## src/tsec_pkg.sv

```systemverilog
// shared constants, event types and carriers of the time sync event capture unit
package tsec_pkg;
   localparam int TS_W = 32;
   localparam int ADDR_W = 8;
   localparam int FIFO_DEPTH = 16;
   localparam int NUM_PORTS_BASE = 2;
   localparam int PORT_W = 5;

   // register offsets (byte addresses, one aligned word each)
   localparam logic [7:0] CTRL_OFS = 8'h00;
   localparam logic [7:0] INTEN_OFS = 8'h04;
   localparam logic [7:0] PUSH_OFS = 8'h08;
   localparam logic [7:0] RAW_OFS = 8'h0C;
   localparam logic [7:0] POP_OFS = 8'h10;
   localparam logic [7:0] EVT_LOW_OFS = 8'h14;
   localparam logic [7:0] EVT_MID_OFS = 8'h18;
   localparam logic [7:0] EVT_HIGH_OFS = 8'h1C;
   localparam logic [7:0] COUNT_OFS = 8'h20;

   // field positions
   localparam int CTRL_EN_BIT = 0;
   localparam int INTEN_PEND_BIT = 0;
   localparam int RAW_EVT_BIT = 0;
   localparam int HI_SEQ_LSB = 0;
   localparam int HI_MSG_LSB = 16;
   localparam int HI_TYPE_LSB = 20;
   localparam int HI_PORT_LSB = 24;
   localparam int MID_DOM_LSB = 0;

   // reset values and counter landmarks
   localparam logic CTRL_EN_RST = 1'b0;
   localparam logic PEND_EN_RST = 1'b0;
   localparam logic [31:0] TS_RST = 32'h0000_0000;
   localparam logic [31:0] TS_HALF_LAST = 32'h7FFF_FFFF;
   localparam logic [31:0] TS_FULL_LAST = 32'hFFFF_FFFF;

   typedef enum logic [3:0] {
      EVT_PUSH = 4'h0,
      EVT_ROLL = 4'h1,
      EVT_HALF = 4'h2,
      EVT_HWPUSH = 4'h3,
      EVT_RX = 4'h4,
      EVT_TX = 4'h5,
      EVT_CMP = 4'h6
   } tsec_evt_type_t;

   // one packet report from a switch port datapath
   typedef struct packed {
      logic done;
      logic is_sync;
      logic [3:0] msg_type;
      logic [15:0] seq_id;
      logic [7:0] domain;
   } tsec_pkt_t;

   // one queued event record
   typedef struct packed {
      logic [7:0] domain;
      logic [PORT_W-1:0] port;
      tsec_evt_type_t etype;
      logic [3:0] msg_type;
      logic [15:0] seq_id;
      logic [TS_W-1:0] ts;
   } tsec_evt_t;
endpackage

```

## src/tsec_capture.sv

```systemverilog
// time sync event capture unit: counter, port capture, event queue, registers
`timescale 1ns/1ps
module tsec_capture #(
   parameter int NUM_PORTS = tsec_pkg::NUM_PORTS_BASE,
   parameter int FIFO_DEPTH = tsec_pkg::FIFO_DEPTH
) (
   input wire logic ref_clk,
   input wire logic rst_b,
   input wire logic [tsec_pkg::ADDR_W-1:0] reg_addr,
   input wire logic [31:0] reg_wdata,
   input wire logic reg_wr,
   input wire logic reg_rd,
   output logic [31:0] reg_rdata,
   input wire logic [NUM_PORTS-1:0] rx_sof,
   input wire tsec_pkg::tsec_pkt_t [NUM_PORTS-1:0] rx_pkt,
   input wire logic [NUM_PORTS-1:0] tx_sof,
   input wire tsec_pkg::tsec_pkt_t [NUM_PORTS-1:0] tx_pkt,
   output logic event_pending
);
   localparam int NSRC = 3 + 2 * NUM_PORTS;
   localparam int CW = $clog2(FIFO_DEPTH+1);
   localparam int SRC_PUSH = 0;
   localparam int SRC_ROLL = 1;
   localparam int SRC_HALF = 2;
   localparam int SRC_PORT0 = 3;

   logic timesync_enable_ff;
   logic pending_irq_enable_ff;
   logic [tsec_pkg::TS_W-1:0] ts_ff;
   logic push_pend_ff;
   logic [tsec_pkg::TS_W-1:0] push_ts_ff;
   logic roll_pend_ff;
   logic half_pend_ff;
   logic raw_event_status_ff;
   logic event_pending_ff;
   logic [31:0] rdata_ff;
   logic nxt_raw;
   logic wr_ctrl;
   logic wr_inten;
   logic wr_push;
   logic wr_pop;
   logic [NSRC-1:0] src_req;
   logic [NSRC-1:0] src_grant;
   tsec_pkg::tsec_evt_t src_evt [NSRC];
   tsec_pkg::tsec_evt_t win_evt;
   logic any_req;
   tsec_pkg::tsec_evt_t head;
   logic [CW-1:0] fifo_count;

   // high word layout of an event record
   function automatic logic [31:0] hi_word(input tsec_pkg::tsec_evt_t e);
      logic [31:0] w;
      w = '0;
      w[tsec_pkg::HI_SEQ_LSB +: 16] = e.seq_id;
      w[tsec_pkg::HI_MSG_LSB +: 4] = e.msg_type;
      w[tsec_pkg::HI_TYPE_LSB +: 4] = e.etype;
      w[tsec_pkg::HI_PORT_LSB +: tsec_pkg::PORT_W] = e.port;
      return w;
   endfunction

   // builds a locally sourced event with no packet fields
   function automatic tsec_pkg::tsec_evt_t local_evt(input tsec_pkg::tsec_evt_type_t t,
                                                     input logic [31:0] ts);
      tsec_pkg::tsec_evt_t e;
      e = '0;
      e.etype = t;
      e.ts = ts;
      return e;
   endfunction

   // register write decode
   always_comb begin
      wr_ctrl = 1'b0;
      wr_inten = 1'b0;
      wr_push = 1'b0;
      wr_pop = 1'b0;
      if (reg_wr && reg_addr == tsec_pkg::CTRL_OFS) begin
         wr_ctrl = 1'b1;
      end else if (reg_wr && reg_addr == tsec_pkg::INTEN_OFS) begin
         wr_inten = 1'b1;
      end else if (reg_wr && reg_addr == tsec_pkg::PUSH_OFS) begin
         wr_push = 1'b1;
      end else if (reg_wr && reg_addr == tsec_pkg::POP_OFS) begin
         wr_pop = 1'b1;
      end
   end

   always_ff @(posedge ref_clk or negedge rst_b) begin
      if (!rst_b) begin
         timesync_enable_ff <= tsec_pkg::CTRL_EN_RST;
      end else if (wr_ctrl) begin
         timesync_enable_ff <= reg_wdata[tsec_pkg::CTRL_EN_BIT];
      end
   end

   always_ff @(posedge ref_clk or negedge rst_b) begin
      if (!rst_b) begin
         pending_irq_enable_ff <= tsec_pkg::PEND_EN_RST;
      end else if (wr_inten) begin
         pending_irq_enable_ff <= reg_wdata[tsec_pkg::INTEN_PEND_BIT];
      end
   end

   // stamp counter, held at zero while disabled; upper bits are kept by software
   always_ff @(posedge ref_clk or negedge rst_b) begin
      if (!rst_b) begin
         ts_ff <= tsec_pkg::TS_RST;
      end else if (!timesync_enable_ff) begin
         ts_ff <= tsec_pkg::TS_RST;
      end else begin
         ts_ff <= ts_ff + 32'h0000_0001;
      end
   end

   // local event sources hold a request until it is granted, even by a full queue; set wins over grant
   always_ff @(posedge ref_clk or negedge rst_b) begin
      if (!rst_b) begin
         push_pend_ff <= 1'b0;
         push_ts_ff <= '0;
      end else if (wr_push) begin
         push_pend_ff <= 1'b1;
         push_ts_ff <= ts_ff;
      end else if (src_grant[SRC_PUSH]) begin
         push_pend_ff <= 1'b0;
      end
   end

   always_ff @(posedge ref_clk or negedge rst_b) begin
      if (!rst_b) begin
         roll_pend_ff <= 1'b0;
      end else if (timesync_enable_ff && ts_ff == tsec_pkg::TS_FULL_LAST) begin
         roll_pend_ff <= 1'b1;
      end else if (src_grant[SRC_ROLL]) begin
         roll_pend_ff <= 1'b0;
      end
   end

   always_ff @(posedge ref_clk or negedge rst_b) begin
      if (!rst_b) begin
         half_pend_ff <= 1'b0;
      end else if (timesync_enable_ff && ts_ff == tsec_pkg::TS_HALF_LAST) begin
         half_pend_ff <= 1'b1;
      end else if (src_grant[SRC_HALF]) begin
         half_pend_ff <= 1'b0;
      end
   end

   // rollover stamps carry the live count but have no meaning to software
   assign src_req[SRC_PUSH] = push_pend_ff;
   assign src_req[SRC_ROLL] = roll_pend_ff;
   assign src_req[SRC_HALF] = half_pend_ff;
   assign src_evt[SRC_PUSH] = local_evt(tsec_pkg::EVT_PUSH, push_ts_ff);
   assign src_evt[SRC_ROLL] = local_evt(tsec_pkg::EVT_ROLL, ts_ff);
   assign src_evt[SRC_HALF] = local_evt(tsec_pkg::EVT_HALF, ts_ff);

   // one receive and one transmit capture per port, ports numbered from one
   for (genvar p = 0; p < NUM_PORTS; p++) begin : g_port
      tsec_stamp_cap #(
         .PORT_NUM(tsec_pkg::PORT_W'(p + 1)),
         .EVT_TYPE(tsec_pkg::EVT_RX)
      ) u_rx (
         .ref_clk(ref_clk),
         .rst_b(rst_b),
         .sof(rx_sof[p]),
         .pkt(rx_pkt[p]),
         .cur_ts(ts_ff),
         .grant(src_grant[SRC_PORT0 + 2 * p]),
         .req(src_req[SRC_PORT0 + 2 * p]),
         .evt(src_evt[SRC_PORT0 + 2 * p])
      );
      tsec_stamp_cap #(
         .PORT_NUM(tsec_pkg::PORT_W'(p + 1)),
         .EVT_TYPE(tsec_pkg::EVT_TX)
      ) u_tx (
         .ref_clk(ref_clk),
         .rst_b(rst_b),
         .sof(tx_sof[p]),
         .pkt(tx_pkt[p]),
         .cur_ts(ts_ff),
         .grant(src_grant[SRC_PORT0 + 2 * p + 1]),
         .req(src_req[SRC_PORT0 + 2 * p + 1]),
         .evt(src_evt[SRC_PORT0 + 2 * p + 1])
      );
   end

   // fixed priority, lowest index first; one event enters the queue per clock
   always_comb begin
      src_grant = '0;
      win_evt = '0;
      any_req = 1'b0;
      for (int i = NSRC - 1; i >= 0; i--) begin
         if (src_req[i]) begin
            src_grant = '0;
            src_grant[i] = 1'b1;
            win_evt = src_evt[i];
            any_req = 1'b1;
         end
      end
   end

   // a full queue still grants, so the event is lost without a flag
   tsec_evt_fifo #(
      .DEPTH(FIFO_DEPTH)
   ) u_fifo (
      .ref_clk(ref_clk),
      .rst_b(rst_b),
      .in_valid(any_req),
      .in_data(win_evt),
      .pop(wr_pop),
      .head(head),
      .count(fifo_count)
   );

   assign nxt_raw = (fifo_count != '0);

   always_ff @(posedge ref_clk or negedge rst_b) begin
      if (!rst_b) begin
         raw_event_status_ff <= 1'b0;
      end else begin
         raw_event_status_ff <= nxt_raw;
      end
   end

   always_ff @(posedge ref_clk or negedge rst_b) begin
      if (!rst_b) begin
         event_pending_ff <= 1'b0;
      end else begin
         event_pending_ff <= nxt_raw && pending_irq_enable_ff;
      end
   end

   // read data stands only in the cycle after the read strobe
   always_ff @(posedge ref_clk or negedge rst_b) begin
      if (!rst_b) begin
         rdata_ff <= '0;
      end else if (!reg_rd) begin
         rdata_ff <= '0;
      end else if (reg_addr == tsec_pkg::CTRL_OFS) begin
         rdata_ff <= 32'(timesync_enable_ff);
      end else if (reg_addr == tsec_pkg::INTEN_OFS) begin
         rdata_ff <= 32'(pending_irq_enable_ff);
      end else if (reg_addr == tsec_pkg::RAW_OFS) begin
         rdata_ff <= 32'(nxt_raw);
      end else if (reg_addr == tsec_pkg::EVT_LOW_OFS) begin
         rdata_ff <= nxt_raw ? head.ts : '0;
      end else if (reg_addr == tsec_pkg::EVT_MID_OFS) begin
         rdata_ff <= nxt_raw ? 32'(head.domain) << tsec_pkg::MID_DOM_LSB : '0;
      end else if (reg_addr == tsec_pkg::EVT_HIGH_OFS) begin
         rdata_ff <= nxt_raw ? hi_word(head) : '0;
      end else if (reg_addr == tsec_pkg::COUNT_OFS) begin
         rdata_ff <= 32'(fifo_count);
      end else begin
         rdata_ff <= '0;
      end
   end

   assign reg_rdata = rdata_ff;
   assign event_pending = event_pending_ff;

   a_cnt_held_zero: assert property (@(posedge ref_clk) disable iff (!rst_b)
      !timesync_enable_ff |=> ts_ff == tsec_pkg::TS_RST)
      else $error("counter moved while disabled");
   a_cnt_counts: assert property (@(posedge ref_clk) disable iff (!rst_b)
      timesync_enable_ff |=> ts_ff == $past(ts_ff) + 32'h0000_0001)
      else $error("counter missed an increment");
   a_roll_event: assert property (@(posedge ref_clk) disable iff (!rst_b)
      timesync_enable_ff && ts_ff == tsec_pkg::TS_FULL_LAST
      |=> roll_pend_ff && ts_ff == tsec_pkg::TS_RST)
      else $error("wrap did not raise a rollover event");
   a_half_event: assert property (@(posedge ref_clk) disable iff (!rst_b)
      timesync_enable_ff && ts_ff == tsec_pkg::TS_HALF_LAST
      |=> half_pend_ff && ts_ff[31])
      else $error("midpoint did not raise a half rollover event");
   a_push_stamp: assert property (@(posedge ref_clk) disable iff (!rst_b)
      wr_push |=> push_pend_ff && push_ts_ff == $past(ts_ff))
      else $error("push event not stamped at the write");
   a_push_queued: assert property (@(posedge ref_clk) disable iff (!rst_b)
      push_pend_ff && !wr_push |-> ##[0:2] src_grant[SRC_PUSH])
      else $error("push event not queued in time");
   a_raw_status: assert property (@(posedge ref_clk) disable iff (!rst_b)
      ##1 raw_event_status_ff == $past(nxt_raw))
      else $error("raw status disagrees with queue fill");
   a_pend_gated: assert property (@(posedge ref_clk) disable iff (!rst_b)
      !pending_irq_enable_ff |=> !event_pending_ff)
      else $error("pending raised while disabled");
   a_pend_follows: assert property (@(posedge ref_clk) disable iff (!rst_b)
      nxt_raw && pending_irq_enable_ff |=> event_pending_ff)
      else $error("pending missing with events queued");

   // bus and queue bookkeeping; the full-drop check is the only trace of a lost event
   a_rdata_idle: assert property (@(posedge ref_clk) disable iff (!rst_b)
      !reg_rd |=> reg_rdata == '0)
      else $error("read data stood outside its cycle");
   a_low_read: assert property (@(posedge ref_clk) disable iff (!rst_b)
      reg_rd && reg_addr == tsec_pkg::EVT_LOW_OFS && nxt_raw |=> reg_rdata == $past(head.ts))
      else $error("low word did not show the head stamp");
   a_empty_read: assert property (@(posedge ref_clk) disable iff (!rst_b)
      reg_rd && !nxt_raw && reg_addr >= tsec_pkg::EVT_LOW_OFS
      && reg_addr <= tsec_pkg::EVT_HIGH_OFS |=> reg_rdata == '0)
      else $error("empty queue read returned data");
   a_queue_entry: assert property (@(posedge ref_clk) disable iff (!rst_b)
      any_req && !wr_pop && fifo_count != CW'(FIFO_DEPTH)
      |=> fifo_count == CW'($past(fifo_count) + 1'b1))
      else $error("granted event did not enter the queue");
   a_full_drop: assert property (@(posedge ref_clk) disable iff (!rst_b)
      any_req && !wr_pop && fifo_count == CW'(FIFO_DEPTH) |=> fifo_count == CW'(FIFO_DEPTH))
      else $error("full queue changed on a dropped event");
   a_pop_advance: assert property (@(posedge ref_clk) disable iff (!rst_b)
      wr_pop && !any_req && fifo_count != '0 |=> fifo_count == CW'($past(fifo_count) - 1'b1))
      else $error("acknowledge did not drop the head event");
   a_pend_empty: assert property (@(posedge ref_clk) disable iff (!rst_b)
      !nxt_raw |=> !event_pending_ff)
      else $error("pending raised with an empty queue");
   a_ctrl_write: assert property (@(posedge ref_clk) disable iff (!rst_b)
      wr_ctrl |=> timesync_enable_ff == $past(reg_wdata[tsec_pkg::CTRL_EN_BIT]))
      else $error("module enable write not taken");
   a_inten_write: assert property (@(posedge ref_clk) disable iff (!rst_b)
      wr_inten |=> pending_irq_enable_ff == $past(reg_wdata[tsec_pkg::INTEN_PEND_BIT]))
      else $error("pending enable write not taken");
   a_eth_port: assert property (@(posedge ref_clk) disable iff (!rst_b)
      nxt_raw && (head.etype == tsec_pkg::EVT_RX || head.etype == tsec_pkg::EVT_TX)
      |-> head.port != '0)
      else $error("ethernet event without a port number");
endmodule

```

## src/tsec_evt_fifo.sv

```systemverilog
// event queue held in flip-flops; head stays visible until popped
`timescale 1ns/1ps
module tsec_evt_fifo #(
   parameter int DEPTH = tsec_pkg::FIFO_DEPTH
) (
   input wire logic ref_clk,
   input wire logic rst_b,
   input wire logic in_valid,
   input wire tsec_pkg::tsec_evt_t in_data,
   input wire logic pop,
   output tsec_pkg::tsec_evt_t head,
   output logic [$clog2(DEPTH+1)-1:0] count
);
   localparam int PW = $clog2(DEPTH);
   localparam int CW = $clog2(DEPTH+1);
   tsec_pkg::tsec_evt_t mem_ff [DEPTH];
   logic [PW-1:0] wr_ptr_ff;
   logic [PW-1:0] rd_ptr_ff;
   logic [CW-1:0] count_ff;
   logic do_wr;
   logic do_rd;

   // a full queue drops silently: there is no overrun flag
   assign do_wr = in_valid && (count_ff != CW'(DEPTH));
   assign do_rd = pop && (count_ff != '0);

   always_ff @(posedge ref_clk) begin
      if (do_wr) begin
         mem_ff[wr_ptr_ff] <= in_data;
      end
   end

   always_ff @(posedge ref_clk or negedge rst_b) begin
      if (!rst_b) begin
         wr_ptr_ff <= '0;
         rd_ptr_ff <= '0;
         count_ff <= '0;
      end else begin
         if (do_wr) wr_ptr_ff <= PW'(wr_ptr_ff + 1'b1);
         if (do_rd) rd_ptr_ff <= PW'(rd_ptr_ff + 1'b1);
         count_ff <= CW'(count_ff + (do_wr ? 1'b1 : 1'b0) - (do_rd ? 1'b1 : 1'b0));
      end
   end

   assign head = mem_ff[rd_ptr_ff];
   assign count = count_ff;

   a_fifo_capacity: assert property (@(posedge ref_clk) disable iff (!rst_b)
      count_ff <= CW'(DEPTH)) else $error("event queue holds more than its depth");
   a_head_held: assert property (@(posedge ref_clk) disable iff (!rst_b)
      (count_ff != '0) && !pop |=> $stable(rd_ptr_ff) && (count_ff != '0))
      else $error("head event moved without an acknowledge");
endmodule

```

## src/tsec_stamp_cap.sv

```systemverilog
// per-direction port capture: stamp at frame start, report after validation
`timescale 1ns/1ps
module tsec_stamp_cap #(
   parameter logic [tsec_pkg::PORT_W-1:0] PORT_NUM = 5'h01,
   parameter tsec_pkg::tsec_evt_type_t EVT_TYPE = tsec_pkg::EVT_RX
) (
   input wire logic ref_clk,
   input wire logic rst_b,
   input wire logic sof,
   input wire tsec_pkg::tsec_pkt_t pkt,
   input wire logic [tsec_pkg::TS_W-1:0] cur_ts,
   input wire logic grant,
   output logic req,
   output tsec_pkg::tsec_evt_t evt
);
   logic [tsec_pkg::TS_W-1:0] stamp_ff;
   logic req_ff;
   tsec_pkg::tsec_evt_t evt_ff;
   logic report;

   assign report = pkt.done && pkt.is_sync;

   // every frame is stamped, sync or not, so no time is lost parsing
   always_ff @(posedge ref_clk or negedge rst_b) begin
      if (!rst_b) begin
         stamp_ff <= '0;
      end else if (sof) begin
         stamp_ff <= cur_ts;
      end
   end

   // a new report wins over a grant in the same cycle
   always_ff @(posedge ref_clk or negedge rst_b) begin
      if (!rst_b) begin
         req_ff <= 1'b0;
      end else if (report) begin
         req_ff <= 1'b1;
      end else if (grant) begin
         req_ff <= 1'b0;
      end
   end

   always_ff @(posedge ref_clk or negedge rst_b) begin
      if (!rst_b) begin
         evt_ff <= '0;
      end else if (report) begin
         evt_ff.ts <= stamp_ff;
         evt_ff.port <= PORT_NUM;
         evt_ff.etype <= EVT_TYPE;
         evt_ff.msg_type <= pkt.msg_type;
         evt_ff.seq_id <= pkt.seq_id;
         evt_ff.domain <= pkt.domain;
      end
   end

   assign req = req_ff;
   assign evt = evt_ff;

   a_sof_stamp: assert property (@(posedge ref_clk) disable iff (!rst_b)
      sof |=> stamp_ff == $past(cur_ts)) else $error("frame start not stamped");
   a_report_req: assert property (@(posedge ref_clk) disable iff (!rst_b)
      report |=> req_ff && evt_ff.ts == $past(stamp_ff) && evt_ff.etype == EVT_TYPE)
      else $error("validated packet not reported");
endmodule

```

## config.mk

```make
export PLATFORM = sky130hd
export DESIGN_NAME = tsec_capture
export DESIGN_NICKNAME = d
export VERILOG_FILES = /design/src/tsec_pkg.sv /design/src/tsec_capture.sv /design/src/tsec_evt_fifo.sv /design/src/tsec_stamp_cap.sv
export SDC_FILE = /design/constraint.sdc
export NUM_CORES = 2
export LEC_CHECK = 0
export BUFFER_PORTS_ARGS = -buffer_cell sky130_fd_sc_hd__buf_4
export CORE_ASPECT_RATIO = 0.7
export CORE_MARGIN = 1
export CORE_UTILIZATION = 57
export CTS_CLUSTER_DIAMETER = 80
export DETAILED_ROUTE_END_ITERATION = 12
export PLACE_DENSITY = 0.7
export SETUP_SLACK_MARGIN = 0.15
export SLEW_MARGIN = 25
export SYNTH_ARGS = -nofsm -noshare
export SYNTH_HDL_FRONTEND = slang
export SYNTH_SLANG_ARGS = --single-unit
```

## constraint.sdc

```tcl
create_clock -name ref_clk -period 10.36 [get_ports ref_clk]
set_input_delay 0.518 -clock ref_clk [delete_from_list [all_inputs] [get_ports ref_clk]]
set_output_delay 0.518 -clock ref_clk [all_outputs]
set_load 0.03 [all_outputs]
```

==> results.tsv <==
metric	value	unit
largest net degree at the start of global routing	164	
Seq/Total Area, Yosys	0.708	
period utilization	0.415	
worst skew pair latency	0.77	ns
most frequent cells in the layout	edfxtp_1 (1,040), dfrtp_1 (483), mux2_2 (412)	
GPL Wtd Cong	0.836	
Final Critical Period	4.30	ns
Final Total Pwr	14.8	mW
CP top delay family	buffers and inverters	
final hold vios	0	
vias	33400	
CP arrival	4.89	ns
IO Count	201	
P per Cell Area	212	nW/µm²
Worst Skew	0.0288	ns
Post-DP HPWL	82500	µm
routed len/inst	28.9	µm
first-pass GRT wire length	225000	µm
simple-gate portion of the synthesized area	0.0374	
slew margin rel.	0.287	
crit path max fanout	111	
via-per-instance ratio	6.39	
core area	107000	µm²
Worst-path clk slew	0.07	ns
Syn Inst Count	3408	
worst-path cell chain	buf_4 -> buf_12 -> and2_1 -> buf_4 -> a221oi_1 -> a22oi_1 -> a21o_1 -> a21oi_1	
Hold Path Class	in -> reg	
TritonCTS clock tree	done	
cts bufs inserted	143	
Leak	25.9	nW
first-pass detailed-route iteration total	6	
CP Class	reg -> reg	
Bufs and invs on worst path	3	
vias in the first global route	34800	
final setup fails	0	
CP dominant cell by count	buf_4	
gr ovfl total	0	
mux contribution to synthesized area	0.181	
final number of max-transition violations	0	
Non-Filler Instances	5222	
Sinks on Clock Net	1531	
antenna viol nets, final	0	
Avg Inst Size Synth	18.0	µm²
total of max-cap violations	0	
CTS H-Tree Depth	4	
initial drt markers	3402	
die area	109000	µm²
clk root buf	clkbuf_16	
DRC	0	
ys flop type	edfxtp_1	
EDFF count, synth	1040	
Critical Path Sink Type	register	
unique cell type count in the Yosys netlist	73	
port bufs	169	
Compound-Gate Fraction of Synth Area	0.0433	
Final #Nets	3859	
#FFs+latches synth	1531	
Synth Net Count	3589	
Place WS	6.01	ns
Post-Route WL	151000	µm
Placed Instances	4845	
CTS Buffer Depth	3	
area grow syn2layout	13.6	%
Worst-Margin Slew	1.07	ns
Worst Path Required	10.95	ns
RSZ-0062 raised after global routing	no	
adder-cell share of the synthesized area	0.00277	
initial antenna violation count	4	
Die W	394	µm
total track usage	0.280	
status	completed	
layout cells sized above 1	0.295	
postcts setup bufs	0	
largest family of logic cells by synthesized area	multiplexers	
starting density of the core	0.576	
die height	277	µm
commonest non-fill, non-tap cell in the layout	edfxtp_1	
FFs w/ async S/R, synth	0.321	
max frequency	233	MHz
Max VDD drop	0.000171	V
Syn Std Cell Area	61400	µm²
crit-path max cell delay	0.84	ns
critical path's slowest cell	buf_4	
# rows	100	
CP Launch Type	register	
Final WS setup	6.06	ns
Setup Total Neg Slack	0	ns
Synth Warn #	0	
Synth Area in XOR/XNOR	0.00456	
[Yosys cell counts (35+ instances only)]
cell type / count / share of area
dfrtp_1: 491 / 0.20
edfxtp_1: 1040 / 0.51
nand2_1: 156 / 0.0095
clkbuf_1: 138 / 0.0084
a221oi_1: 96 / 0.014
mux4_1: 50 / 0.021
mux2i_1: 86 / 0.014
a21oi_1: 72 / 0.0059
nor2b_1: 72 / 0.0073
nor2_1: 68 / 0.0042
mux2_2: 412 / 0.076
o21ai_0: 98 / 0.0080
mux4_2: 191 / 0.070
nand3_1: 35 / 0.0029
[power breakdown]
part           switching (mW)  internal, mW  total [mW]  leakage [nW]
Sequential              0.219          7.49        7.71          16.1
Combinational            1.27         0.636        1.90          7.51
Clock                    2.25          2.96        5.21          2.26
[kinds of logic (layout without fill, tap and decap cells)]
group,count (synthesis),after routing
flops,1531,1531
mux,739,739
simple gates,457,457
compound gates,385,385
buf+inv,251,636
xor+xnor,32,32
fa+ha+maj,13,13
other cells,0,1
[worst paths after layout]
| kind | start | endpoint | slack, ns | cells past startpoint |
|---|---|---|---|---|
| setup / recovery | u_fifo.rd_ptr_ff[1] | reg_rdata[15] | 6.06 | 8 |
| hold / removal | reg_wr | timesync_enable_ff | 0.15 | 3 |
| setup reg to reg | u_fifo.rd_ptr_ff[1] | reg_rdata[15] | 6.06 | 8 |
| hold reg to reg | g_port[0].u_tx.evt[56] | g_port[0].u_tx.evt[56] | 0.47 | 1 |
| max in group asynchronous | rst_b | u_fifo.rd_ptr_ff[0] | 8.44 | 4 |
| min in group asynchronous | rst_b | g_port[0].u_tx.stamp_ff[27] | 0.36 | 2 |
[area by class of cell]
type,instances,area [µm²]
sequential,1531,43500
clock inverter,79,698
tap,1428,1790
inverter,19,71.3
timing repair buffer,357,3080
multi-input combinational,1626,16700
fill,7030,36800
antenna,1,2.50
clock buffer,181,3930
[metal layers]
| metal | vias to the layer above | GRT usage | share of wire |
|---|---|---|---|
| li1 | 14000 | - | - |
| met1 | 17700 | 0.402 | 0.42 |
| met2 | 1419 | 0.446 | 0.48 |
| met3 | 255 | 0.0458 | 0.073 |
| met4 | 0 | 0.0891 | 0.026 |
| met5 | - | 0 | 0 |
[repair_timing]
item                      CTS  global route
hold endpoints to repair  211             0
hold buffers              115             0
resized for setup           0             0
[worst min-delay path, stage by stage]
cell	delay [ns]
buf_4	0.13
nand3_1	0.08
mux2_2	0.15
[stage by stage]
| step | area, µm² | util | hold slack, ns |
|---|---|---|---|
| 4_1_cts | 69700 | 0.654 | 0.0990 |
| 3_5_place_dp | 63900 | 0.600 | 0.453 |
| 3_3_place_gp | 63900 | 0.599 | 0.452 |
| 5_1_grt | 69800 | 0.655 | 0.146 |
| 2_1_floorplan | 61400 | - | 0.222 |
| 6_report | 69800 | 0.655 | 0.145 |
[sequential cells by signal, indices dropped and copies added (netlist names), 4 cells and up]
signal	cells
ts_ff	32
u_fifo.wr_ptr_ff	4
u_fifo.mem_ff	1040
u_fifo.rd_ptr_ff	4
g_port.u_tx.stamp_ff	64
g_port.u_tx.evt	122
g_port.u_rx.evt	122
push_ts_ff	32
u_fifo.count	5
reg_rdata	32
g_port.u_rx.stamp_ff	64
(Power assumes the default switching activity.)
